File: config.mk
export PLATFORM = sky130hd
export DESIGN_NAME = brlog_core
export DESIGN_NICKNAME = d
export VERILOG_FILES = /design/src/hdl/brlog_pkg.sv /design/src/hdl/brlog_core.sv
export SDC_FILE = /design/constraint.sdc
export NUM_CORES = 1
export LEC_CHECK = 0
export BUFFER_PORTS_ARGS = -buffer_cell sky130_fd_sc_hd__buf_2
export CAP_MARGIN = 0
export CORE_UTILIZATION = 30
export CTS_CLUSTER_SIZE = 12
export DETAILED_ROUTE_END_ITERATION = 7
export GPL_ROUTABILITY_DRIVEN = 0
export PLACE_DENSITY_LB_ADDON = 0.3
export SETUP_SLACK_MARGIN = 0.5
export SYNTH_ARGS = -nofsm -noshare
export SYNTH_HDL_FRONTEND = slang
export SYNTH_SLANG_ARGS = --single-unit
File: constraint.sdc
create_clock -name pclk -period 6.3 [get_ports pclk]
set_input_delay 1.575 -clock pclk [delete_from_list [all_inputs] [get_ports pclk]]
set_output_delay 1.575 -clock pclk [all_outputs]
set_load 0.02 [all_outputs]
File: src/hdl/brlog_pkg.sv
// Constants for the bit rate and error event logic
package brlog_pkg;
   // Bus
   localparam int APB_AW = 16;
   localparam logic [15:0] OFF_CTRL = 16'h0000;
   localparam logic [15:0] OFF_CMD = 16'h0004;
   localparam logic [15:0] OFF_STAT = 16'h0008;
   localparam logic [15:0] OFF_EVENT = 16'h3000;
   // Control register fields
   localparam int CTL_RATE_LSB = 0;
   localparam int CTL_MODE = 4;
   localparam int CTL_PAT_A = 5;
   localparam int CTL_PAT_B = 6;
   localparam int CTL_EXT_CLK = 7;
   localparam int CTL_INTL = 8;
   localparam int CTL_CANNED = 9;
   localparam int CTL_DTYPE_LSB = 10;
   localparam int CTL_CBITS_LSB = 12;
   localparam int CTL_W = 14;
   localparam logic [13:0] CTL_RST = 14'h0000;
   // Command register fields
   localparam int CMD_BUF_RST = 0;
   localparam int CMD_SYNC_RST = 1;
   localparam int CMD_START = 2;
   // Status register fields
   localparam int ST_DROP = 0;
   localparam int ST_SYNC = 1;
   localparam int ST_LOL = 2;
   localparam int ST_RATE_OK = 3;
   // Timing
   localparam int PCLK_HZ = 40_000_000;
   localparam int PCLK_MHZ = 40;
   localparam int CLR_PULSE_NS = 1000;
   localparam int CLR_PULSE_CYC = CLR_PULSE_NS * PCLK_MHZ / 1000;
   localparam int DROP_ELEMS = 16;
   // Block lengths in received bits
   localparam logic [10:0] BLK_DOMESTIC = 11'h3E8;
   localparam logic [10:0] BLK_511 = 11'h1FF;
   localparam logic [10:0] BLK_2047 = 11'h7FF;
   localparam logic [1:0] PAT_511 = 2'h1;
   // Divisors of the reference oscillator giving 16x the bit rate
   function automatic logic [10:0] rate_div(input logic mode,
                                            input logic [3:0] code);
      logic [10:0] d;
      d = 11'h000;
      if (!mode) begin
         case (code)
            4'h0: d = 11'h600;
            4'h1: d = 11'h417;
            4'h2: d = 11'h359;
            4'h3: d = 11'h300;
            4'h4: d = 11'h240;
            4'h5: d = 11'h180;
            4'h6: d = 11'h0C0;
            4'h7: d = 11'h060;
            4'h8: d = 11'h040;
            4'h9: d = 11'h030;
            4'hA: d = 11'h020;
            4'hB: d = 11'h018;
            4'hC: d = 11'h010;
            4'hD: d = 11'h00C;
            default: d = 11'h000;
         endcase
      end else begin
         case (code)
            4'hA: d = 11'h008;
            4'hB: d = 11'h006;
            default: d = 11'h000;
         endcase
      end
      return d;
   endfunction
endpackage

File: src/hdl/brlog_core.sv
// Bit rate clocks, event counters and APB register slave
`timescale 1ns/1ps
`default_nettype none
module brlog_core
   import brlog_pkg::*;
#(
   parameter int SEC_CYCLES = PCLK_HZ,
   parameter int CNT_W = 4
) (
   input wire logic pclk,
   input wire logic presetn,
   input wire logic psel,
   input wire logic penable,
   input wire logic pwrite,
   input wire logic [15:0] paddr,
   input wire logic [31:0] pwdata,
   output logic [31:0] prdata,
   output logic pready,
   output logic pslverr,
   input wire logic ref_osc,
   input wire logic ext_tx_clk,
   input wire logic rx_bit_clk,
   input wire logic rx_data,
   input wire logic bit_error,
   input wire logic sync_detect,
   input wire logic clock_slip,
   input wire logic loss_of_lock,
   input wire logic ale,
   input wire logic [2:0] port2_low,
   input wire logic [7:0] t1_sources,
   output logic clk_x16,
   output logic bit_clk_x1,
   output logic bit_clk_x2,
   output logic tx_clk,
   output logic rate_code_bit_0,
   output logic rate_code_bit_1,
   output logic rate_code_bit_2,
   output logic rate_code_bit_3,
   output logic high_rate_mode_bit,
   output logic pattern_select_a_out,
   output logic pattern_select_b_out,
   output logic [1:0] data_type,
   output logic [1:0] char_bits,
   output logic rx_resync,
   output logic drop_out,
   output logic sync_status,
   output logic timer_zero_pin,
   output logic timer_one_input,
   output logic int_n
);

   localparam int PW = 20;

   // Pin synchronisers: a bit changes once stages two and three agree
   logic [PW-1:0] pin_raw;
   logic [PW-1:0] s1_q;
   logic [PW-1:0] s2_q;
   logic [PW-1:0] s3_q;
   logic [PW-1:0] pin_q;
   logic [PW-1:0] pin_prev_q;
   assign pin_raw = {t1_sources, port2_low, ale, clock_slip, loss_of_lock,
                     sync_detect, bit_error, rx_data, rx_bit_clk,
                     ext_tx_clk, ref_osc};

   always_ff @(posedge pclk or negedge presetn) begin
      if (!presetn) begin
         s1_q <= '0;
         s2_q <= '0;
         s3_q <= '0;
         pin_q <= '0;
         pin_prev_q <= '0;
      end else begin
         s1_q <= pin_raw;
         s2_q <= s1_q;
         s3_q <= s2_q;
         pin_q <= (s2_q & s3_q) | (pin_q & (s2_q | s3_q));
         pin_prev_q <= pin_q;
      end
   end

   wire ref_rise = pin_q[0] & ~pin_prev_q[0];
   wire ext_clk_f = pin_q[1];
   wire rx_rise = pin_q[2] & ~pin_prev_q[2];
   wire rxd_f = pin_q[3];
   wire err_f = pin_q[4];
   wire sync_f = pin_q[5];
   wire lol_f = pin_q[6];
   wire slip_rise = pin_q[7] & ~pin_prev_q[7];
   wire ale_rise = pin_q[8] & ~pin_prev_q[8];
   wire [2:0] p2_f = pin_q[11:9];
   wire [7:0] t1_f = pin_q[19:12];

   // Register bus
   logic [CTL_W-1:0] ctrl_q;
   logic [31:0] prdata_q;
   wire hit_ctrl = paddr == OFF_CTRL;
   wire hit_cmd = paddr == OFF_CMD;
   wire hit_stat = paddr == OFF_STAT;
   wire hit_event = paddr == OFF_EVENT;
   wire hit_any = hit_ctrl | hit_cmd | hit_stat | hit_event;
   wire acc = psel & penable;
   wire wr = acc & pwrite & hit_any;
   wire setup_rd = psel & ~penable & ~pwrite;
   wire cmd_wr = wr & hit_cmd;
   wire buf_rst = cmd_wr & pwdata[CMD_BUF_RST];
   wire sync_rst = cmd_wr & pwdata[CMD_SYNC_RST];
   wire test_start = cmd_wr & pwdata[CMD_START];

   assign pready = 1'b1;
   assign pslverr = acc & ~hit_any;
   assign prdata = prdata_q;

   // Rate generator
   wire [3:0] rate_code = ctrl_q[CTL_RATE_LSB +: 4];
   wire [10:0] div = rate_div(ctrl_q[CTL_MODE], rate_code);
   wire rate_ok = div != 11'h000;
   logic [10:0] div_cnt_q;
   logic x16_q;
   logic [3:0] cnt16_q;
   logic tx_clk_q;
   wire div_wrap = div_cnt_q >= div - 11'h001;
   wire x16_tick = ref_rise & rate_ok & div_wrap;

   // Single programmable divider stands in for the sixteen taps
   always_ff @(posedge pclk or negedge presetn) begin
      if (!presetn) begin
         div_cnt_q <= '0;
         x16_q <= 1'b0;
      end else if (ref_rise) begin
         div_cnt_q <= (div_wrap || !rate_ok) ? 11'h000
                      : div_cnt_q + 11'h001;
         x16_q <= rate_ok & (div_cnt_q < (div >> 1));
      end
   end

   always_ff @(posedge pclk or negedge presetn) begin
      if (!presetn) begin
         cnt16_q <= '0;
         tx_clk_q <= 1'b0;
      end else begin
         if (x16_tick)
            cnt16_q <= cnt16_q + 4'h1;
         tx_clk_q <= ctrl_q[CTL_EXT_CLK] ? ext_clk_f : cnt16_q[3];
      end
   end

   assign clk_x16 = x16_q;
   assign bit_clk_x1 = cnt16_q[3];
   assign bit_clk_x2 = cnt16_q[2];
   assign tx_clk = tx_clk_q;

   // Expander-style outputs steered by the control register
   assign rate_code_bit_0 = ctrl_q[CTL_RATE_LSB];
   assign rate_code_bit_1 = ctrl_q[CTL_RATE_LSB+1];
   assign rate_code_bit_2 = ctrl_q[CTL_RATE_LSB+2];
   assign rate_code_bit_3 = ctrl_q[CTL_RATE_LSB+3];
   assign high_rate_mode_bit = ctrl_q[CTL_MODE];
   assign pattern_select_a_out = ctrl_q[CTL_PAT_A];
   assign pattern_select_b_out = ctrl_q[CTL_PAT_B];
   assign data_type = ctrl_q[CTL_DTYPE_LSB +: 2];
   assign char_bits = ctrl_q[CTL_CBITS_LSB +: 2];

   // One-second timer and clear pulse
   logic [31:0] sec_cnt_q;
   logic [7:0] clr_cnt_q;
   wire sec_tick = sec_cnt_q == 32'(SEC_CYCLES - 1);
   wire clr_active = clr_cnt_q != 8'h00;

   always_ff @(posedge pclk or negedge presetn) begin
      if (!presetn) begin
         sec_cnt_q <= '0;
         clr_cnt_q <= '0;
      end else begin
         sec_cnt_q <= sec_tick ? 32'h0000_0000 : sec_cnt_q + 32'h0000_0001;
         if (sec_tick)
            clr_cnt_q <= 8'(CLR_PULSE_CYC);
         else if (clr_active)
            clr_cnt_q <= clr_cnt_q - 8'h01;
      end
   end

   // Block length selection
   wire [1:0] pat = {ctrl_q[CTL_PAT_A], ctrl_q[CTL_PAT_B]};
   wire [10:0] blk_len = !ctrl_q[CTL_INTL] ? BLK_DOMESTIC
                         : (pat == PAT_511) ? BLK_511 : BLK_2047;
   logic [10:0] bit_cnt_q;
   wire blk_end = rx_rise & (bit_cnt_q >= blk_len - 11'h001);
   wire rx_err = rx_rise & err_f;

   // Event counters
   logic [CNT_W-1:0] blk_cnt_q;
   logic [CNT_W-1:0] berr_cnt_q;
   logic [CNT_W-1:0] es_cnt_q;
   logic blk_err_flag_q;
   logic es_flag_q;

   always_ff @(posedge pclk or negedge presetn) begin
      if (!presetn) begin
         bit_cnt_q <= '0;
         blk_cnt_q <= '0;
         berr_cnt_q <= '0;
         blk_err_flag_q <= 1'b0;
      end else if (buf_rst) begin
         bit_cnt_q <= '0;
         blk_cnt_q <= '0;
         berr_cnt_q <= '0;
         blk_err_flag_q <= 1'b0;
      end else if (rx_rise) begin
         bit_cnt_q <= blk_end ? 11'h000 : bit_cnt_q + 11'h001;
         if (blk_end) begin
            blk_cnt_q <= blk_cnt_q + CNT_W'(1);
            if (blk_err_flag_q || err_f)
               berr_cnt_q <= berr_cnt_q + CNT_W'(1);
            blk_err_flag_q <= 1'b0;
         end else if (err_f) begin
            blk_err_flag_q <= 1'b1;
         end
      end
   end

   // Error seconds: an error on the tick closes out the ending second,
   // so the clear window after it cannot swallow a fresh error
   always_ff @(posedge pclk or negedge presetn) begin
      if (!presetn) begin
         es_cnt_q <= '0;
         es_flag_q <= 1'b0;
      end else if (buf_rst) begin
         es_cnt_q <= '0;
         es_flag_q <= 1'b0;
      end else begin
         if (sec_tick && (es_flag_q || rx_err))
            es_cnt_q <= es_cnt_q + CNT_W'(1);
         if (sec_tick)
            es_flag_q <= 1'b0;
         else if (rx_err)
            es_flag_q <= 1'b1;
      end
   end

   // Drop out and sync latches
   logic [4:0] quiet_q;
   logic last_rxd_q;
   logic drop_q;
   logic sync_q;
   logic resync_q;
   wire quiet_over = rx_rise & (rxd_f == last_rxd_q)
                     & (quiet_q == 5'(DROP_ELEMS));

   always_ff @(posedge pclk or negedge presetn) begin
      if (!presetn) begin
         quiet_q <= '0;
         last_rxd_q <= 1'b0;
      end else if (rx_rise) begin
         last_rxd_q <= rxd_f;
         if (rxd_f != last_rxd_q)
            quiet_q <= '0;
         else if (quiet_q <= 5'(DROP_ELEMS))
            quiet_q <= quiet_q + 5'h01;
      end
   end

   always_ff @(posedge pclk or negedge presetn) begin
      if (!presetn) begin
         drop_q <= 1'b0;
         sync_q <= 1'b0;
         resync_q <= 1'b0;
      end else begin
         if (quiet_over)
            drop_q <= 1'b1;
         else if (sync_rst)
            drop_q <= 1'b0;
         if (sync_f)
            sync_q <= 1'b1;
         else if (sync_rst)
            sync_q <= 1'b0;
         resync_q <= test_start | quiet_over | slip_rise;
      end
   end

   assign drop_out = drop_q;
   assign sync_status = sync_q;
   assign rx_resync = resync_q;

   // Dedicated controller inputs
   logic [1:0] div4_q;
   logic [2:0] t1_sel_q;
   logic t0_q;
   logic t1_q;
   logic int_n_q;

   always_ff @(posedge pclk or negedge presetn) begin
      if (!presetn) begin
         div4_q <= '0;
         t1_sel_q <= '0;
         t0_q <= 1'b0;
         t1_q <= 1'b0;
         int_n_q <= 1'b1;
      end else begin
         div4_q <= div4_q + 2'h1;
         if (ale_rise)
            t1_sel_q <= p2_f;
         t0_q <= ctrl_q[CTL_CANNED] ? div4_q[1] : lol_f;
         t1_q <= t1_f[t1_sel_q];
         int_n_q <= ~(sec_tick | clr_active);
      end
   end

   assign timer_zero_pin = t0_q;
   assign timer_one_input = t1_q;
   assign int_n = int_n_q;

   // Read path: data captured in setup, valid through access
   wire [7:0] event_byte = {es_cnt_q[1:0], blk_cnt_q[2:0],
                            berr_cnt_q[2:0]};
   wire [31:0] stat_word = {28'h000_0000, rate_ok, lol_f, sync_q, drop_q};
   wire [31:0] rd_mux = hit_ctrl ? {18'h0_0000, ctrl_q}
                        : hit_stat ? stat_word
                        : hit_event ? {24'h00_0000, event_byte}
                        : 32'h0000_0000;

   always_ff @(posedge pclk or negedge presetn) begin
      if (!presetn) begin
         ctrl_q <= CTL_RST;
         prdata_q <= '0;
      end else begin
         if (wr && hit_ctrl)
            ctrl_q <= pwdata[CTL_W-1:0];
         if (setup_rd)
            prdata_q <= rd_mux;
      end
   end

endmodule // brlog_core
`default_nettype wire

==> flow_metrics.env, run 1 <==
export IMPL_startpoint_type="input pin"
export IMPL_track_usage_pct=12.04
export IMPL_rr_worst_depth=14
export IMPL_dp_hpwl_um=13020
export IMPL_synthesis_area_um2=9263
export IMPL_cts_buffer_depth=3
export IMPL_clk_pin_slew_worst_paths_ns=0.05
export IMPL_synth_xor_area_share_pct=6.511
export IMPL_grt_setup_unrepaired="no"
export IMPL_cts_hold_buffers=0
export IMPL_ioPinCount=128
export IMPL_yosysTopAreaCell="dfrtp_1"
export IMPL_p_leak_uw=0.005045
export IMPL_grt_pass1_vias=5878
export IMPL_drc=0
export IMPL_via_count=6021
export IMPL_p_per_area_nw_per_um2=288.3
export IMPL_fin_setup_tns_ns=0
export IMPL_avgSynthCellArea_um2=11.51
export IMPL_area_delta_synth_final_pct=17.70
export IMPL_ys_seq_elements=207
export IMPL_clock_root_buffer="clkbuf_16"
export IMPL_hold_viol=0
export IMPL_combPwrFrac_pct=8.1
export IMPL_cp_data_arrival_time_ns=3.34
export IMPL_grt_first_pass_wirelength_um=30640
export IMPL_core_area_um2=30030
export IMPL_ys_seq_area_share_pct=55.94
export IMPL_grt_remaining_overflow=0
export IMPL_synth_area_mux_share_pct=3.472
export IMPL_synthFlopType="dfrtp_1"
export IMPL_reg2reg_slack_ns=2.24
export IMPL_cts_resized=0
export IMPL_min_period_ns=4.912
export IMPL_total_power_uw=3143
export IMPL_reg2reg_to="cnt16_q[1]"
export IMPL_required_ns=4.72
export IMPL_endpoint="pslverr"
export IMPL_clock_fmax_ghz=0.2036
export IMPL_cts_max_level=1
export IMPL_final_util_pct=36.30
export IMPL_ys_types=64
export IMPL_slew_violations=0
export IMPL_cp_startpoint="paddr[9]"
export IMPL_synth_simple_gate_area_share_pct=15.59
export IMPL_swShare_pct=24.45
export IMPL_fp_row_count=63
export IMPL_drive_above_1_share_pct=19.07
export IMPL_cts_buffers=25
export IMPL_synth_adder_area_share_pct=7.835
export IMPL_synth_warnings=0
export IMPL_wl_um=18490
export IMPL_vdd_drop_max_mv=0.1831
export IMPL_period_share_pct=77.97
export IMPL_seqPwrFrac_pct=47.9
export IMPL_drt_iter0_drc=337
export IMPL_final_cells=1313
export IMPL_status="complete, no violations"
export IMPL_fin_nets=1020
export IMPL_synth_top_family_by_area="simple AND/OR/NAND/NOR gates"
export IMPL_tightest_slew_ns=0.8853
export IMPL_grt_max_degree=122
export IMPL_die_h_um=177.7
export IMPL_async_reset_ff_share_pct=100.0
export IMPL_die_width_um=177.7
export IMPL_wl_per_cell_um=14.08
export IMPL_start_util_pct=30.84
export IMPL_fin_skew_ns=0.01108
export IMPL_vias_per_cell=4.586
export IMPL_antenna_found_initial=0
export IMPL_ant_nets=0
export IMPL_min_delay_path_depth=0
export IMPL_crit_type="input pin to output port"
export IMPL_drt_pass1_iterations=6
export IMPL_synth_compound_area_share_pct=7.119
export IMPL_postCtsSetupBuffers=0
export IMPL_synth_edff_count=0
export IMPL_intPower_uw=2375
export IMPL_hp_class="register to register"
export IMPL_r2r_start="ctrl_q[0]"
export IMPL_diodes=0
export IMPL_cts_tree="done"
export IMPL_synth_top_cell_area_share_pct=55.65
export IMPL_synth_area_leaders="dfrtp_1, ha_1, xnor2_1"
export IMPL_cts_num_sinks=207
export IMPL_maxCapViolCount=0
export IMPL_relSlewSlack_pct=40.79
export IMPL_syn_inst=805
export IMPL_place_inst=1268
export IMPL_cp_max_fo=4
export IMPL_p_switching_uw=768.4
export IMPL_pwr_share_clk_pct=44.0
export IMPL_worstSetupEndpointType="output port"
export IMPL_die_area_um2=31580
export IMPL_numPortBuffers=90
export IMPL_finalSetupViolCount=0
export IMPL_whs_ns=0.3445
export IMPL_insertion_delay_ns=0.51
logic make-up (layout without fill, tap and decap cells):
| kind of cell | count (synthesis) | in the layout |
|---|---|---|
| adders and majority gates | 62 | 62 |
| other | 2 | 19 |
| buffers and inverters | 60 | 161 |
| and+or+nand+nor | 278 | 278 |
| muxes | 27 | 27 |
| DFF | 207 | 207 |
| xor gates and xnor gates | 68 | 68 |
| AOI/OAI and AO/OA | 101 | 101 |
worst min path at each step:
stage,start,to,slack (ns)
2_1_floorplan,s1_q[0],s2_q[0],0.33
3_3_place_gp,s1_q[7],s2_q[7],0.33
3_5_place_dp,s1_q[11],s2_q[11],0.33
4_1_cts,s1_q[11],s2_q[11],0.35
5_1_grt,s1_q[1],s2_q[1],0.35
6_report,s1_q[5],s2_q[5],0.34
placed cells by master, fill, tap and decap left out, types with 3 or more instances in the layout:
master,synthesis,layout
a211oi_1,3,3
a21o_1,4,4
a21oi_1,19,19
a22o_1,4,4
a22oi_1,11,11
and2_1,4,4
and2b_1,4,4
and3_1,11,11
and4_1,8,8
buf_2,3,89
buf_4,24,3
clkbuf_1,10,5
clkbuf_16,0,25
clkbuf_8,0,6
clkinv_2,0,4
conb_1,2,19
dfrtp_1,206,206
ha_1,42,42
inv_1,21,21
maj3_1,20,20
mux2_2,21,21
mux2i_1,4,4
nand2_1,65,65
nand2b_1,5,5
nand3_1,29,29
nand4_1,18,18
nor2_1,74,74
nor2b_1,7,7
nor3_1,17,16
nor3b_1,3,3
nor4_1,7,7
nor4bb_1,3,3
o21ai_0,38,38
o31ai_1,3,3
or2_2,3,3
or3_1,4,4
xnor2_1,39,39
xor2_1,28,28
through the flow:
step	cell area, um2	worst slack (ns)
floorplan	9326	2.184
global placement	10090	1.331
detailed placement	10090	1.301
CTS	10900	1.285
global route	10900	1.193
finish	10900	1.388
power by group through the flow:
stage | sequential [uW] | clock [uW] | combinational, uW
global placement | 1530 | 0 | 252
floorplan | 1510 | 0 | 168
CTS | 1510 | 1440 | 259
global route | 1520 | 1490 | 297
finish | 1500 | 1380 | 254
detailed placement | 1530 | 0 | 258
layout make-up:
type / instances / area, um2
clock buffer: 36 / 726.9
clock inverter: 9 / 83.83
fill: 2987 / 19130
inverter: 22 / 82.58
multi-input combinational: 555 / 3836
sequential: 207 / 5181
tap: 390 / 488.0
timing repair buffer: 94 / 503.0
metal layers:
layer	vias up	share of wire, %	track usage [%]	wire [um]
li1	3002	-	-	-
met1	2874	50	17.71	9243
met2	116	43	17.76	7995
met3	29	4.0	2.078	748
met4	0	2.7	3.989	505
met5	-	0	0	0
worst max-delay path, cell delays in order:
cell and delay (ns):
buf_2 0.09, nor4_1 0.73, nand4_1 0.46, a21oi_1 0.24, nor2_1 0.08, buf_2 0.16
registers in the layout, indices dropped and copies added, names as in the netlist, 2 cells and up:
register    cells
ctrl_q         14
s1_q           20
div_cnt_q      11
s3_q           20
pin_q          20
div4_q          2
quiet_q         5
pin_prev_q      4
bit_cnt_q      11
es_cnt_q        2
sec_cnt_q      32
clr_cnt_q       8
berr_cnt_q      3
cnt16_q         4
prdata         14
blk_cnt_q       3
t1_sel_q        3
s2_q           20
synth_stat cells (3+ instances only):
library cell and number:
and3_1 11, o31ai_1 3, maj3_1 20, xor2_1 28, a22o_1 4, buf_2 3, a22oi_1 11, and4_1 8
a211oi_1 3, dfrtp_1 206, clkbuf_1 10, a21o_1 4, mux2_2 21, nor2_1 74, or2_2 3, nor4bb_1 3
xnor2_1 39, and2_1 4, nand4_1 18, mux2i_1 4, buf_4 24, or3_1 4, o21ai_0 38, nor3b_1 3
nor4_1 7, inv_1 21, nand2b_1 5, nor3_1 17, nand3_1 29, and2b_1 4, a21oi_1 19, nand2_1 65
nor2b_1 7, ha_1 42
Power figures use the tool's default switching activity.
==> run 2: changes to the inputs <==
==> constraint.sdc (replaced) <==
create_clock -name pclk -period 4.8 [get_ports pclk]
set_input_delay 1.2 -clock pclk [delete_from_list [all_inputs] [get_ports pclk]]
set_output_delay 1.2 -clock pclk [all_outputs]
set_load 0.02 [all_outputs]
==> flow_metrics.env, run 2 (synthesized netlist as in run 1, its figures left out) <==
export IMPL_postCtsSetupBuffers=0
export IMPL_layout_commonest_cell="dfrtp_1"
export IMPL_insertion_delay_ns=0.52
export IMPL_min_period_ns=3.835
export IMPL_largest_register_ffs=32
export IMPL_use_met2_pct=18.64
export IMPL_vias_per_cell=4.597
export IMPL_swShare_pct=24.04
export IMPL_busiest_layer="met2"
export IMPL_cts_buffer_depth=3
export IMPL_clock_root_buffer="clkbuf_16"
export IMPL_min_delay_path_depth=0
export IMPL_intPower_uw=3198
export IMPL_cts_hold_buffers=0
export IMPL_pre_cts_slack_ns=0.8798
export IMPL_maxCapViolCount=0
export IMPL_ioPinCount=128
export IMPL_wl_um=18540
export IMPL_period_share_pct=79.90
export IMPL_cp_data_arrival_time_ns=4.24
export IMPL_pwr_share_clk_pct=45.3
export IMPL_grt_remaining_overflow=0
export IMPL_worstPathCellList="inv_1 > ha_1 > and2b_1 > nand2_1 > ha_1 > nand2_1 > xnor2_1 > ha_1 > a211oi_1 > nor2_1 > a2111oi_0 > o21ai_1 > nand3_1 > mux2_2"
export IMPL_fin_setup_tns_ns=0
export IMPL_clk_pin_slew_worst_paths_ns=0.06
export IMPL_drt_iter0_drc=294
export IMPL_crit_buf_inv=1
export IMPL_p_per_area_nw_per_um2=383.9
export IMPL_slowest_delay_ns=0.51
export IMPL_worst_path_max_delay_cell="dfrtp_1"
export IMPL_p_leak_uw=0.005074
export IMPL_die_width_um=177.7
export IMPL_drt_pass1_iterations=7
export IMPL_status="complete, no violations"
export IMPL_cts_tree="done"
export IMPL_cts_num_sinks=207
export IMPL_rr_worst_depth=14
export IMPL_antenna_found_initial=1
export IMPL_grt_setup_unrepaired="no"
export IMPL_fill_cells=2945
export IMPL_wl_per_cell_um=14.08
export IMPL_start_util_pct=30.84
export IMPL_reg2reg_to="cnt16_q[1]"
export IMPL_tightest_slew_ns=0.9332
export IMPL_drc=0
export IMPL_whs_endpoint="s2_q[4]"
export IMPL_regMostFlops="sec_cnt_q"
export IMPL_die_h_um=177.7
export IMPL_crit_type="register to register"
export IMPL_grt_max_degree=100
export IMPL_hold_start="s1_q[4]"
export IMPL_grt_first_pass_wirelength_um=30880
export IMPL_cts_max_level=1
export IMPL_grt_pass1_vias=5953
export IMPL_track_usage_pct=12.11
export IMPL_startpoint_type="register"
export IMPL_drive_above_1_share_pct=19.65
export IMPL_cts_buffers=25
export IMPL_combPwrFrac_pct=7.9
export IMPL_cpLargestDelayFamily="adder cells"
export IMPL_p_switching_uw=1012
export IMPL_setup_ws_ns=0.9647
export IMPL_total_power_uw=4210
export IMPL_final_cell_mix="dfrtp_1, buf_2, nor2_1"
export IMPL_required_ns=5.20
export IMPL_finalSetupViolCount=0
export IMPL_r2r_start="ctrl_q[0]"
export IMPL_via_count=6054
export IMPL_grt_util_met3_pct=2.207
export IMPL_fin_nets=1026
export IMPL_cp_max_fo=9
export IMPL_area_delta_synth_final_pct=18.40
export IMPL_fin_skew_ns=0.02042
export IMPL_fp_row_count=63
export IMPL_numPortBuffers=90
export IMPL_dp_hpwl_um=13210
export IMPL_clock_fmax_ghz=0.2607
export IMPL_ant_nets=0
export IMPL_core_area_um2=30030
export IMPL_die_area_um2=31580
export IMPL_reg2reg_slack_ns=0.96
export IMPL_use_met1_pct=16.96
export IMPL_hp_class="register to register"
export IMPL_hold_viol=0
export IMPL_whs_ns=0.3303
export IMPL_cpMostUsedCell="ha_1"
export IMPL_seqPwrFrac_pct=46.8
export IMPL_worstSetupEndpointType="register"
export IMPL_slew_violations=0
export IMPL_relSlewSlack_pct=37.58
export IMPL_vdd_drop_max_mv=0.2613
[run 2: changes by cell type in the layout (fill, tap and decap cells not counted)]
| cell | change |
|---|---|
| clkinv_4 | -2 |
| buf_4 | +7 |
| buf_12 | -1 |
| clkbuf_1 | -3 |
| o21ai_1 | +1 |
| clkbuf_8 | -1 |
| bufinv_16 | +2 |
| diode_2 | +1 |
| clkinv_2 | -2 |
| o21ai_0 | -1 |
| clkinvlp_4 | +3 |
[run 2: worst reg2reg max path: stages (launching register included)]
cell       delay (ns)
dfrtp_1          0.51
inv_1            0.15
ha_1             0.39
and2b_1          0.20
nand2_1          0.15
ha_1             0.29
nand2_1          0.09
xnor2_1          0.13
ha_1             0.29
a211oi_1         0.21
nor2_1           0.07
a2111oi_0        0.45
o21ai_1          0.27
nand3_1          0.19
mux2_2           0.34
[run 2: power groups by stage]
stage               registers, uW  clock network (uW)  logic (uW)
global route                 1990                2040         386
floorplan                    1980                   0         221
finish                       1970                1910         334
detailed placement           2000                   0         342
global placement             2000                   0         334
CTS                          1970                1970         343
[run 2: stage by stage]
| step | utilization (%) | instances | instance area, um2 |
|---|---|---|---|
| after floorplan | - | 822 | 9326 |
| after global placement | 33.71 | 1274 | 10120 |
| after detailed placement | 33.71 | 1274 | 10120 |
| after CTS | 36.51 | 1316 | 10960 |
| after global routing | 36.52 | 1317 | 10970 |
| final | 36.52 | 1317 | 10970 |
[run 2: layout make-up]
cell class | instances | area, um2 | area share, %
Antenna cell | 1 | 2.502 | 0.02282
Timing Repair Buffer | 100 | 535.5 | 4.883
Tap cell | 390 | 488.0 | 4.450
Multi-Input combinational cell | 555 | 3836 | 34.98
Clock inverter | 10 | 138.9 | 1.266
Inverter | 22 | 82.58 | 0.7530
Clock buffer | 32 | 701.9 | 6.400
Sequential cell | 207 | 5181 | 47.24
[run 2: worst max-delay path by stage]
stage	to	slack, ns	depth (start not counted)	from
CTS	cnt16_q[1]	0.87	14	ctrl_q[0]
global placement	cnt16_q[1]	0.91	14	ctrl_q[0]
floorplan	cnt16_q[1]	1.28	14	ctrl_q[0]
detailed placement	cnt16_q[1]	0.88	14	ctrl_q[0]
global route	div_cnt_q[0]	0.55	14	ctrl_q[0]
finish	cnt16_q[1]	0.96	14	ctrl_q[0]
[run 2: timing repair]
action | 4_1_cts | 5_1_grt
resized for setup | 0 | 1
setup endpoints to repair | 0 | 4
hold endpoints to repair | 0 | 0
[run 2: metal layers]
metal  vias to the layer above  wire length, um
li1                       2999                -
met1                      2910             9056
met3                        34              838
met2                       111             8021
met4                         0              621
met5                         -                0
==> run 3: changes to the inputs <==
==> constraint.sdc (replaced) <==
create_clock -name pclk -period 3.15 [get_ports pclk]
set_input_delay 0.7875 -clock pclk [delete_from_list [all_inputs] [get_ports pclk]]
set_output_delay 0.7875 -clock pclk [all_outputs]
set_load 0.02 [all_outputs]
==> flow_metrics.env, run 3 (synthesized netlist as in run 1, its figures left out) <==
export IMPL_start_util_pct=30.84
export IMPL_violations="negative setup slack"
export IMPL_die_width_um=177.7
export IMPL_slowest_delay_ns=0.49
export IMPL_die_h_um=177.7
export IMPL_largest_register_ffs=32
export IMPL_worstSetupEndpointType="register"
export IMPL_regMostFlops="sec_cnt_q"
export IMPL_reg2reg_slack_ns=-0.04
export IMPL_tightest_slew_ns=0.5716
export IMPL_cts_buffers=24
export IMPL_antenna_found_initial=1
export IMPL_cp_data_arrival_time_ns=3.59
export IMPL_vdd_drop_max_mv=0.3663
export IMPL_startpoint_type="register"
export IMPL_grt_max_degree=74
export IMPL_status="complete, but fails checks"
export IMPL_wl_per_cell_um=13.80
export IMPL_maxCapViolCount=0
export IMPL_wl_um=19010
export IMPL_hold_viol=0
export IMPL_clock_fmax_ghz=0.3133
export IMPL_reg2reg_to="cnt16_q[3]"
export IMPL_grt_pass1_vias=6252
export IMPL_grt_remaining_overflow=0
export IMPL_drt_pass1_iterations=4
export IMPL_hp_class="input pin to asynchronous set/reset pin"
export IMPL_relSlewSlack_pct=61.89
export IMPL_endpoint="cnt16_q[3]"
export IMPL_insertion_delay_ns=0.51
export IMPL_core_area_um2=30030
export IMPL_worstPathCellList="ha_4 > buf_6 > mux2i_1 > a211o_1 > o2111a_2 > nand2_2 > xnor2_1 > ha_1 > nand4_1 > nor2_1 > a2111oi_2 > buf_4 > o21a_1 > or4_4 > xnor2_2"
export IMPL_period_share_pct=101.3
export IMPL_multi_input_area_um2=4066
export IMPL_final_cells=1378
export IMPL_min_period_ns=3.191
export IMPL_total_power_uw=6236
export IMPL_ant_nets=0
export IMPL_cts_buffer_depth=3
export IMPL_grt_first_pass_wirelength_um=31510
export IMPL_drc=0
export IMPL_layout_commonest_cell="dfrtp_1"
export IMPL_area_delta_synth_final_pct=25.73
export IMPL_die_area_um2=31580
export IMPL_fp_row_count=63
export IMPL_p_per_area_nw_per_um2=535.5
export IMPL_clock_root_buffer="clkbuf_16"
export IMPL_place_inst=1317
export IMPL_grt_setup_unrepaired="yes"
export IMPL_pre_cts_slack_ns=-0.09594
export IMPL_cts_num_sinks=207
export IMPL_slew_violations=0
export IMPL_fill_cells=2912
export IMPL_whs_ns=0.2564
export IMPL_setup_ws_ns=-0.04134
export IMPL_cts_max_level=1
export IMPL_cts_hold_buffers=0
export IMPL_cts_tree="done"
export IMPL_worst_path_max_delay_cell="dfrtp_2"
export IMPL_drt_iter0_drc=374
export IMPL_cp_startpoint="ctrl_q[0]"
export IMPL_dp_hpwl_um=13610
export IMPL_crit_type="register to register"
export IMPL_vias_per_cell=4.609
export IMPL_ff_latch_area_um2=5187
export IMPL_cp_max_fo=8
export IMPL_finalSetupViolCount=4
export IMPL_final_cell_mix="dfrtp_1, buf_2, nor2_1"
export IMPL_drive_above_1_share_pct=28.37
export IMPL_fin_skew_ns=0.01192
export IMPL_rr_worst_depth=15
export IMPL_ioPinCount=128
export IMPL_via_count=6351
export IMPL_p_leak_uw=0.005402
export IMPL_r2r_start="ctrl_q[0]"
export IMPL_fin_nets=1086
export IMPL_track_usage_pct=12.33
export IMPL_required_ns=3.54
export IMPL_clk_pin_slew_worst_paths_ns=0.06
export IMPL_numPortBuffers=90
==> run 3: changes by cell type in the layout (fill, tap and decap cells not counted), sizes merged <==
cell / before / now
clkinv: 2 / 7
inv: 23 / 22
buf: 100 / 161
clkinvlp: 4 / 1
bufinv: 3 / 2
==> run 3: final cells by class <==
| cell class | count | share of cell area [%] |
|---|---|---|
| Clock inverter | 10 | 0.9132 |
| Multi-Input combinational cell | 555 | 34.92 |
| Sequential cell | 207 | 44.54 |
| Timing Repair Buffer | 161 | 8.896 |
| Tap cell | 390 | 4.190 |
| Inverter | 22 | 0.7520 |
| Clock buffer | 32 | 5.769 |
| Antenna cell | 1 | 0.02149 |
==> run 3: routing by layer <==
| metal | track usage (%) | share of wire [%] | routed length (um) |
|---|---|---|---|
| met2 | 19.04 | 44 | 8430 |
| met1 | 17.51 | 49 | 9247 |
| met4 | 3.490 | 2.2 | 417 |
| met5 | 0 | 0 | 0 |
| met3 | 2.335 | 4.8 | 917 |
==> run 3: worst max-delay path: cells and delay by family (launching register included) <==
kind | cells | cell delay, ns
multiplexers | 1 | 0.17
flip-flops | 1 | 0.49
adder cells (fa/ha/maj) | 2 | 0.48
buffers and inverters | 2 | 0.26
AO/OA/AOI/OAI | 4 | 0.69
XOR/XNOR | 2 | 0.26
AND/OR/NAND/NOR | 4 | 0.72
==> run 3: power breakdown <==
part           switching [uW]  internal (uW)
logic                     288            244
clock network            1040           1660
registers                 172           2830
==> run 3: worst min path at each step <==
stage / from / endpoint / slack [ns] / depth (start not counted)
after CTS: presetn / ctrl_q[5] / 0.27 / 1
after detailed placement: s1_q[12] / s2_q[12] / 0.33 / 0
after global routing: presetn / ctrl_q[11] / 0.29 / 1
after floorplan: s1_q[0] / s2_q[0] / 0.33 / 0
final: presetn / ctrl_q[11] / 0.26 / 1
after global placement: s1_q[5] / s2_q[5] / 0.33 / 0
==> run 3: timing repair <==
action / in CTS / in global routing
gates resized for setup: 13 / 21
cloned: 0 / 0
setup endpoints to repair: 16 / 17
hold endpoints to repair: 0 / 0
pin swaps: 24 / 6
setup buffers: 11 / 7
==> run 3: per-stage QoR <==
stage	setup TNS (ns)	cell area, um2	utilization [%]
after global routing	-2.034	11640	38.77
final	-0.09568	11650	38.78
after CTS	-0.004774	11500	38.29
after detailed placement	-0.8359	10570	35.20
after floorplan	0	9443	-
after global placement	-1.005	10570	35.20
